## src/core/swc_pkg.sv

```systemverilog
// swc_pkg: constants shared by the sleep / wake-up controller
// assumes a single 40 MHz clock domain and a synchronous active-high reset
package swc_pkg;

    // clock rate and oscillator restart time
    localparam int unsigned CLK_HZ          = 40000000;
    localparam int unsigned OSC_START_NS    = 1000;
    localparam int unsigned OSC_START_CYC   = (OSC_START_NS * (CLK_HZ / 1000000) + 999) / 1000;

    // status byte field positions and reset values
    localparam int unsigned STAT_PD_BIT     = 3;
    localparam int unsigned STAT_TO_BIT     = 4;
    localparam logic        PD_RESET_VAL    = 1'b1;
    localparam logic        TO_RESET_VAL    = 1'b1;

    // vector taken after a wake-up with interrupts on
    localparam logic [12:0] INT_VECTOR      = 13'h0004;

    // register port map
    localparam logic [2:0]  REG_STATUS      = 3'h0;
    localparam logic [2:0]  REG_WAKE_EN     = 3'h1;
    localparam logic [2:0]  REG_IRQ_STAT    = 3'h2;
    localparam logic [2:0]  REG_IRQ_EN      = 3'h3;
    localparam logic [2:0]  REG_IRQ_CLR     = 3'h4;
    localparam logic [2:0]  REG_CTRL        = 3'h5;

    // number of peripheral wake sources
    localparam int unsigned NUM_PERIPH      = 9;

    // controller events seen by the interrupt logic
    localparam int unsigned EV_ENTER        = 0;
    localparam int unsigned EV_WAKE_INT     = 1;
    localparam int unsigned EV_WAKE_WDT     = 2;
    localparam int unsigned EV_NOP_SLEEP    = 3;
    localparam int unsigned NUM_EV          = 4;

    // sleep sequencer states
    typedef enum logic [4:0] {
        SWC_RUN     = 5'b00001,
        SWC_ENTER   = 5'b00010,
        SWC_SLEEP   = 5'b00100,
        SWC_RESTART = 5'b01000,
        SWC_RESUME  = 5'b10000
    } swc_state_e;

endpackage

```

## src/core/swc_sync.sv

```systemverilog
// swc_sync: two-flop synchroniser for a bundle of asynchronous levels
// assumes levels held at least two clock cycles
`timescale 1ns/100ps
module swc_sync
    import swc_pkg::*;
#(
    parameter int unsigned WIDTH = 1
) (
    // clock and reset
    input  wire logic             i_mclk,
    input  wire logic             i_rst,
    // levels
    input  wire logic [WIDTH-1:0] i_async,
    output logic      [WIDTH-1:0] o_sync
);

    logic [WIDTH-1:0] meta_r;

    // first stage is read only by the second stage
    always_ff @(posedge i_mclk) begin
        if (i_rst) begin
            meta_r <= '0;
            o_sync <= '0;
        end else begin
            meta_r <= i_async;
            o_sync <= meta_r;
        end
    end

endmodule

```

## src/core/swc_osc_restart.sv

```systemverilog
// swc_osc_restart: oscillator driver gate and restart timer
// assumes its clock keeps running while the driver is off
`timescale 1ns/100ps
module swc_osc_restart
    import swc_pkg::*;
#(
    parameter int unsigned START_CYC = OSC_START_CYC
) (
    // clock and reset
    input  wire logic i_mclk,
    input  wire logic i_rst,
    // control
    input  wire logic i_stop,
    input  wire logic i_start,
    // status
    output logic      o_osc_on,
    output logic      o_stable
);

    localparam int unsigned CW = $clog2(START_CYC + 1);
    localparam logic [CW-1:0] START_LOAD = CW'(START_CYC);

    logic [CW-1:0] cnt_r;

    // stop wins so a late restart cannot leave clocks on in sleep
    always_ff @(posedge i_mclk) begin
        if (i_rst) begin
            o_osc_on <= 1'b1;
        end else if (i_stop) begin
            o_osc_on <= 1'b0;
        end else if (i_start) begin
            o_osc_on <= 1'b1;
        end
    end

    // start-up count before the clock is stable
    always_ff @(posedge i_mclk) begin
        if (i_rst) begin
            cnt_r <= '0;
        end else if (i_stop) begin
            cnt_r <= START_LOAD;
        end else if (o_osc_on && cnt_r != '0) begin
            cnt_r <= cnt_r - CW'(1);
        end
    end

    assign o_stable = o_osc_on && (cnt_r == '0);

endmodule

```

## src/core/swc_top.sv

```systemverilog
// swc_top: power-down (sleep) and wake-up controller of a small 8-bit core
// assumes one i_sleep_exec pulse per sleep instruction; the core obeys o_core_hold
//
// Strobed register access and the register offsets were left to the implementer.
`timescale 1ns/100ps
module swc_top
    import swc_pkg::*;
#(
    parameter int unsigned NPER      = NUM_PERIPH,
    parameter int unsigned PINS      = 8,
    parameter int unsigned START_CYC = OSC_START_CYC
) (
    // clock and reset
    input  wire logic            i_mclk,
    input  wire logic            i_rst,
    // register port
    input  wire logic [2:0]      i_addr,
    input  wire logic [7:0]      i_wdata,
    input  wire logic            i_wr,
    input  wire logic            i_rd,
    output logic      [7:0]      o_rdata,
    // instruction sequencer
    input  wire logic            i_sleep_exec,
    input  wire logic            i_global_interrupt_enable,
    input  wire logic            i_wdt_enable,
    output logic                 o_core_hold,
    output logic                 o_prefetch_next,
    output logic                 o_vector_req,
    output logic      [12:0]     o_vector_addr,
    output logic                 o_resume,
    // wake sources (asynchronous pins and flags)
    input  wire logic            i_external_reset_pin_n,
    input  wire logic            i_ext_int_flag,
    input  wire logic            i_ext_int_en,
    input  wire logic            i_port_b_change_flag,
    input  wire logic            i_port_b_change_en,
    input  wire logic [NPER-1:0] i_periph_flag,
    input  wire logic [NPER-1:0] i_periph_en,
    input  wire logic            i_wdt_timeout,
    // watchdog control
    output logic                 o_wdt_clear,
    // power and pins
    output logic                 o_osc_drive_on,
    output logic                 o_clocks_gated,
    output logic                 o_device_reset,
    input  wire logic [PINS-1:0] i_pin_out,
    input  wire logic [PINS-1:0] i_pin_oe_n,
    output logic      [PINS-1:0] o_pin_out,
    output logic      [PINS-1:0] o_pin_oe_n,
    // status flags and interrupt
    output logic                 o_power_down_flag,
    output logic                 o_time_out_flag,
    output logic                 o_irq
);

    localparam int unsigned NSYNC = NPER + 4;

    swc_state_e       state_r;
    swc_state_e       state_nxt;
    logic [NSYNC-1:0] raw_async;
    logic [NSYNC-1:0] raw_sync;
    logic             rst_pin_n_s;
    logic             ext_flag_s;
    logic             rbc_flag_s;
    logic             wdt_to_s;
    logic [NPER-1:0]  per_flag_s;
    logic [NPER-1:0]  wake_en_r;
    logic             power_down_flag_r;
    logic             time_out_flag_r;
    logic             int_pending;
    logic             wake_int;
    logic             wake_wdt;
    logic             osc_stop;
    logic             osc_start;
    logic             osc_on;
    logic             osc_stable;
    logic             vec_pending_r;
    logic             sleep_nop;
    logic             freeze_r;
    logic [PINS-1:0]  pin_hold_r;
    logic [PINS-1:0]  oe_hold_r;
    logic [NUM_EV-1:0] ev;
    logic [NUM_EV-1:0] irq_stat_r;
    logic [NUM_EV-1:0] irq_en_r;
    logic             sw_reset_r;

    // any of the given enabled flags active
    function automatic logic any_enabled(input logic [NPER-1:0] f, input logic [NPER-1:0] e,
                                         input logic [NPER-1:0] m);
        any_enabled = |(f & e & m);
    endfunction

    // wake inputs are asynchronous; the pin goes in inverted so a sync reset reads as released
    assign raw_async = {~i_external_reset_pin_n, i_ext_int_flag & i_ext_int_en,
                        i_port_b_change_flag & i_port_b_change_en, i_wdt_timeout, i_periph_flag};

    swc_sync #(
        .WIDTH (NSYNC)
    ) u_sync (
        .i_mclk  (i_mclk),
        .i_rst   (i_rst),
        .i_async (raw_async),
        .o_sync  (raw_sync)
    );

    assign rst_pin_n_s = !raw_sync[NPER+3];
    assign ext_flag_s  = raw_sync[NPER+2];
    assign rbc_flag_s  = raw_sync[NPER+1];
    assign wdt_to_s    = raw_sync[NPER];
    assign per_flag_s  = raw_sync[NPER-1:0];

    // only listed peripherals are wired; the mask gates them
    // the global enable plays no part in wake-up
    assign int_pending = ext_flag_s | rbc_flag_s | any_enabled(per_flag_s, i_periph_en, wake_en_r);

    // pending interrupt makes sleep a no-operation
    assign sleep_nop = (state_r == SWC_RUN) && i_sleep_exec && int_pending;

    // wake causes while asleep
    assign wake_int  = int_pending;
    assign wake_wdt  = i_wdt_enable && wdt_to_s;

    // sleep sequencer
    always_comb begin
        state_nxt = state_r;
        case (state_r)
            SWC_RUN: begin
                if (i_sleep_exec && !int_pending) begin
                    state_nxt = SWC_ENTER;
                end
            end
            SWC_ENTER: begin
                state_nxt = SWC_SLEEP;                                              // entry always completes
            end
            SWC_SLEEP: begin
                if (wake_int || wake_wdt) begin
                    state_nxt = SWC_RESTART;
                end
            end
            SWC_RESTART: begin
                if (osc_stable) begin
                    state_nxt = SWC_RESUME;
                end
            end
            SWC_RESUME: begin
                state_nxt = SWC_RUN;
            end
            default: begin
                state_nxt = SWC_RUN;
            end
        endcase
    end

    // the reset pin restarts the device
    always_ff @(posedge i_mclk) begin
        if (i_rst || !rst_pin_n_s || sw_reset_r) begin
            state_r <= SWC_RUN;
        end else begin
            state_r <= state_nxt;
        end
    end

    // device reset while the pin is low
    assign o_device_reset = !rst_pin_n_s;

    // power-down flag: set by i_rst and the reset pin, cleared by sleep
    always_ff @(posedge i_mclk) begin
        if (i_rst || !rst_pin_n_s) begin
            power_down_flag_r <= PD_RESET_VAL;
        end else if (state_r == SWC_ENTER) begin
            power_down_flag_r <= 1'b0;
        end
    end

    // time-out flag: set on entry, cleared by a watchdog wake
    always_ff @(posedge i_mclk) begin
        if (i_rst) begin
            time_out_flag_r <= TO_RESET_VAL;
        end else if (state_r == SWC_ENTER) begin
            time_out_flag_r <= 1'b1;
        end else if (state_r == SWC_SLEEP && wake_wdt && !wake_int) begin
            time_out_flag_r <= 1'b0;
        end
    end

    assign o_power_down_flag = power_down_flag_r;
    assign o_time_out_flag   = time_out_flag_r;

    // clear the watchdog on entry; it keeps counting
    always_ff @(posedge i_mclk) begin
        if (i_rst) begin
            o_wdt_clear <= 1'b0;
        end else begin
            o_wdt_clear <= (state_nxt == SWC_ENTER) && (state_r == SWC_RUN) && i_wdt_enable;
        end
    end

    // driver stops on entry, restarts on a non-reset wake
    assign osc_stop  = (state_r == SWC_ENTER);
    assign osc_start = (state_r == SWC_SLEEP) && (wake_int || wake_wdt);

    swc_osc_restart #(
        .START_CYC (START_CYC)
    ) u_osc (
        .i_mclk   (i_mclk),
        .i_rst    (i_rst || !rst_pin_n_s || sw_reset_r),
        .i_stop   (osc_stop),
        .i_start  (osc_start),
        .o_osc_on (osc_on),
        .o_stable (osc_stable)
    );

    assign o_osc_drive_on = osc_on;
    // no on-chip clock while the driver is off
    assign o_clocks_gated = !osc_on;

    // hold the core from entry until the clock is stable
    assign o_core_hold = (state_r != SWC_RUN) && (state_r != SWC_RESUME);

    // next instruction fetched while sleep executes
    assign o_prefetch_next = (state_r == SWC_RUN) && i_sleep_exec;

    // resume pulse: continue at the prefetched instruction
    always_ff @(posedge i_mclk) begin
        if (i_rst) begin
            o_resume <= 1'b0;
        end else begin
            o_resume <= (state_r == SWC_RESUME);
        end
    end

    // with the global enable set, vector after the next instruction
    always_ff @(posedge i_mclk) begin
        if (i_rst) begin
            vec_pending_r <= 1'b0;
        end else if (state_r == SWC_SLEEP && wake_int && i_global_interrupt_enable) begin
            vec_pending_r <= 1'b1;
        end else if (o_resume) begin
            vec_pending_r <= 1'b0;
        end
    end

    // vector one cycle after resume, after the next instruction
    always_ff @(posedge i_mclk) begin
        if (i_rst) begin
            o_vector_req  <= 1'b0;
            o_vector_addr <= '0;
        end else begin
            o_vector_req  <= o_resume && vec_pending_r;
            o_vector_addr <= INT_VECTOR;
        end
    end

    // pin freeze from entry until resume; any restart releases the pins
    always_ff @(posedge i_mclk) begin
        if (i_rst || !rst_pin_n_s || sw_reset_r) begin
            freeze_r   <= 1'b0;
            pin_hold_r <= '0;
            oe_hold_r  <= '1;
        end else begin
            if (state_r == SWC_RUN && state_nxt == SWC_ENTER) begin
                freeze_r   <= 1'b1;
                pin_hold_r <= i_pin_out;
                oe_hold_r  <= i_pin_oe_n;
            end else if (state_r == SWC_RESUME) begin
                freeze_r <= 1'b0;
            end
        end
    end

    // frozen: high, low and released pins alike
    assign o_pin_out  = freeze_r ? pin_hold_r : i_pin_out;
    assign o_pin_oe_n = freeze_r ? oe_hold_r  : i_pin_oe_n;

    // controller events for the interrupt status
    assign ev[EV_ENTER]     = osc_stop;
    assign ev[EV_WAKE_INT]  = osc_start && wake_int;
    assign ev[EV_WAKE_WDT]  = osc_start && wake_wdt && !wake_int;
    assign ev[EV_NOP_SLEEP] = sleep_nop;

    // sticky status; a new event beats a clear in the same cycle
    always_ff @(posedge i_mclk) begin
        if (i_rst) begin
            irq_stat_r <= '0;
        end else if (i_wr && i_addr == REG_IRQ_CLR) begin
            irq_stat_r <= (irq_stat_r & ~i_wdata[NUM_EV-1:0]) | ev;
        end else begin
            irq_stat_r <= irq_stat_r | ev;
        end
    end

    // software-written enables and control
    always_ff @(posedge i_mclk) begin
        if (i_rst) begin
            irq_en_r   <= '0;
            wake_en_r  <= '1;
            sw_reset_r <= 1'b0;
        end else begin
            sw_reset_r <= 1'b0;
            if (i_wr && i_addr == REG_IRQ_EN) begin
                irq_en_r <= i_wdata[NUM_EV-1:0];
            end
            if (i_wr && i_addr == REG_WAKE_EN) begin
                wake_en_r <= NPER'(i_wdata);
            end
            if (i_wr && i_addr == REG_CTRL) begin
                sw_reset_r <= i_wdata[0];
            end
        end
    end

    assign o_irq = |(irq_stat_r & irq_en_r);

    // read data the cycle after the strobe; others read zero
    always_ff @(posedge i_mclk) begin
        if (i_rst) begin
            o_rdata <= '0;
        end else if (i_rd) begin
            case (i_addr)
                REG_STATUS: begin
                    o_rdata <= 8'((time_out_flag_r << STAT_TO_BIT) | (power_down_flag_r << STAT_PD_BIT));
                end
                REG_WAKE_EN: begin
                    o_rdata <= 8'(wake_en_r);
                end
                REG_IRQ_STAT: begin
                    o_rdata <= 8'(irq_stat_r);
                end
                REG_IRQ_EN: begin
                    o_rdata <= 8'(irq_en_r);
                end
                default: begin
                    o_rdata <= 8'h00;
                end
            endcase
        end else begin
            o_rdata <= 8'h00;
        end
    end

endmodule

```

## config.mk

```make
export PLATFORM = sky130hd
export DESIGN_NAME = swc_top
export DESIGN_NICKNAME = d
export VERILOG_FILES = /design/src/core/swc_pkg.sv /design/src/core/swc_sync.sv /design/src/core/swc_osc_restart.sv /design/src/core/swc_top.sv
export SDC_FILE = /design/constraint.sdc
export NUM_CORES = 1
export LEC_CHECK = 0
export ABC_CLOCK_PERIOD_IN_PS = 4400
export BUFFER_PORTS_ARGS = -buffer_cell sky130_fd_sc_hd__buf_2
export CAP_MARGIN = 25
export CORE_UTILIZATION = 32
export DETAILED_ROUTE_END_ITERATION = 10
export SKIP_LAST_GASP = 1
export SYNTH_ARGS = -nofsm -noshare
export SYNTH_HDL_FRONTEND = slang
export SYNTH_SLANG_ARGS = --single-unit
```

## constraint.sdc

```tcl
create_clock -name i_mclk -period 4.4 [get_ports i_mclk]
set_input_delay 0.66 -clock i_mclk [delete_from_list [all_inputs] [get_ports i_mclk]]
set_output_delay 0.66 -clock i_mclk [all_outputs]
set_load 0.05 [all_outputs]
```

==> out/results.txt <==
Slew Viols, Final: 0
dominant cell type by area after synthesis: dfxtp_1
R2R Setup Slk: 2.27 ns
Leak: 1.834 nW
Post-Syn Area: 3508 µm²
setup bufs post-CTS: 0
Startpoint Class: flip-flop
n_diodes: 0
Vias/cell: 4.731
Main synth FF type: dfxtp_1
sequential fraction of the synthesis area: 50.21%
Die ar.: 11390 µm²
Crit Path Class: reg -> out
Worst Path Arrival: 2.07 ns
Power Density: 446.1 nW/µm²
wire per inst: 13.10 µm
minimum clock period: 2.731 ns
Nets: 518
Initial Util: 33.53%
#FFs+latches synth: 88
DRC: 0
DR vias: 2834
CTS Sinks: 88
Pre-Repair DR Iteration Count: 4
# setup viols final: 0
I/O pins: 106
CP endpoint kind: output port
first-pass GRT wire length: 13010 µm
initial antenna violation count: 0
total power: 0.001865 W
PortBufs: 93
Final Hold Viols: 0
pin count of the biggest net entering global routing: 43
TNS Setup: 0 ns
clock-pin slew on the worst setup and hold paths: 0.09 ns
YS warnings: 0
# resized after CTS: 0
Critical Path RT: 3.74 ns
gr usage total: 14.54%
Final Cycle Share: 62.06%
worst slew pin tran: 0.8063 ns
number of global-route vias before repair: 2748
Post-Route Skew: 0.01006 ns
post-detailed-route count of antenna-violating nets: 0
RD Place Congestion: 0.7873
reg2reg end: oe_hold_r[6]
Min-Delay Startpoint: u_sync.meta_r[5]
CTS buffer count: 9
htree depth: 3
die height: 106.7 µm
Post-synth ARST share: 0%
Post-Route WL: 7846 µm
Detailed Route Iter0 Violations: 133
area of the multi-input gates: 1583 µm²
hold_buf cts: 0
fmax: 366.2 MHz
most common cell in the netlist: dfxtp_1
count of cell types in the netlist: 48
Fillers: 1085
Hold Path End: u_sync.o_sync[5]
VDD IR max: 0.2010 mV
share of the synthesized area in the top cell type: 50.21%
DP Wirelength: 5783 µm
top cells by count, synth: dfxtp_1 (88), nand3_1 (39), nand2_1 (37), nor2b_1 (27)
status: finished clean
syn avg cell area: 9.406 µm²
Row Count: 37
post-synthesis cell count: 373
Post-synth EDFFs: 0
Chip Width: 106.7 µm
final non-filler cell total: 599
DP Cell Count: 583
total congestion overflow: 0
Hold/Removal Path Class: reg -> reg
share of cells above drive strength 1: 29.81%
RSZ-0062 raised after global routing: no
FF-to-FF path depth: 5
clk_lat worst skew: 0.36 ns
Slew HR: 46.09%
worst-path maximum fanout: 19
core area: 10460 µm²
buffer depth of the longest clock path: 2
Root Buffer: clkbuf_8
CTS tree: done
MaxCap Viol Count: 0
P&R area growth vs syn: 19.19%
worst r2r src: wake_en_r[5]
FF+latch area: 1762 µm²
Cells on Worst Hold Path: 1
synth top area cells: dfxtp_1 (50%), mux2_2 (6.1%), nand3_1 (5.6%), nor2b_1 (4.8%), nand2_1 (4.0%)
==> per-stage QoR <==
step | setup slack, ns | instance area [µm²] | utilization [%] | hold WS, ns
floorplan | 2.329 | 3550 | - | 0.4138
global placement | 1.887 | 4003 | 38.26 | 0.4172
detailed placement | 1.771 | 4003 | 38.26 | 0.4204
CTS | 1.643 | 4182 | 39.97 | 0.4286
global route | 1.532 | 4182 | 39.97 | 0.4273
finish | 1.669 | 4182 | 39.97 | 0.4385
==> per-layer routing <==
metal / up-vias / wire length [µm] / track usage (%)
met3: 9 / 302 / 3.708
met5: - / 0 / 0
met1: 1330 / 3412 / 17.16
met2: 60 / 4003 / 25.21
met4: 0 / 127 / 5.577
li1: 1435 / - / -
==> cells in the final DEF, fill, tap and decap left out, types with 3 or more instances in the layout <==
cell	n
nand2b_1	3
mux2_2	19
mux2i_1	5
o21ai_0	19
xor2_1	3
dfxtp_1	88
a22oi_1	7
buf_2	93
a31oi_1	3
nor3_1	6
inv_1	5
conb_1	12
a21oi_1	19
nand3b_1	3
and2_1	5
and3_1	8
nand2_1	37
nor2b_1	27
nand3_1	39
clkbuf_8	9
nor2_1	18
==> final cells by class <==
cell class | instances | area share (%)
tap | 136 | 4.069
sequential | 88 | 42.13
inverter | 6 | 0.5386
clock buffer | 9 | 2.962
clock inverter | 7 | 1.317
timing repair buffer | 93 | 11.13
multi-input combinational | 260 | 37.85
==> flip-flops by register name (all words and copies together) (netlist names), 4 cells and up <==
| name | cells |
|---|---|
| oe_hold_r | 8 |
| o_rdata | 8 |
| irq_stat_r | 4 |
| u_sync.o_sync | 13 |
| irq_en_r | 4 |
| state_r | 5 |
| u_osc.cnt_r | 6 |
| pin_hold_r | 8 |
| u_sync.meta_r | 13 |
| wake_en_r | 9 |
==> report_power, final <==
part           switching (W)  internal (W)
clock               0.000299      0.000212
sequential         0.0000468      0.000855
combinational       0.000292      0.000161
total               0.000637       0.00123
==> worst max-delay path: stages (launching register included) <==
cell and delay (ns):
dfxtp_1 0.35, nor2_1 0.18, and4bb_2 0.29, nand2_2 0.20, inv_2 0.35, buf_2 0.34
==> kinds of logic (layout without fill, tap and decap cells) <==
family          Yosys count  in the layout  synth area share [%]
compound gates           56             56                 9.487
xor+xnor                  4              4                0.9988
fa+ha+maj                 2              2                0.7132
buf+inv                  36            115                 5.849
flops                    88             88                 50.21
mux                      25             25                 8.167
other cells               1             12                0.1069
simple gates            161            161                 24.47
==> how the worst max path moves through the flow <==
stage | from | endpoint | depth (start not counted)
after floorplan | freeze_r | o_pin_oe_n[0] | 3
after global placement | i_periph_en[5] | oe_hold_r[2] | 6
after detailed placement | i_periph_en[5] | pin_hold_r[7] | 6
after CTS | state_r[1] | o_prefetch_next | 5
after global routing | state_r[1] | o_prefetch_next | 5
final | state_r[1] | o_prefetch_next | 5
Power figures use the tool's default switching activity.
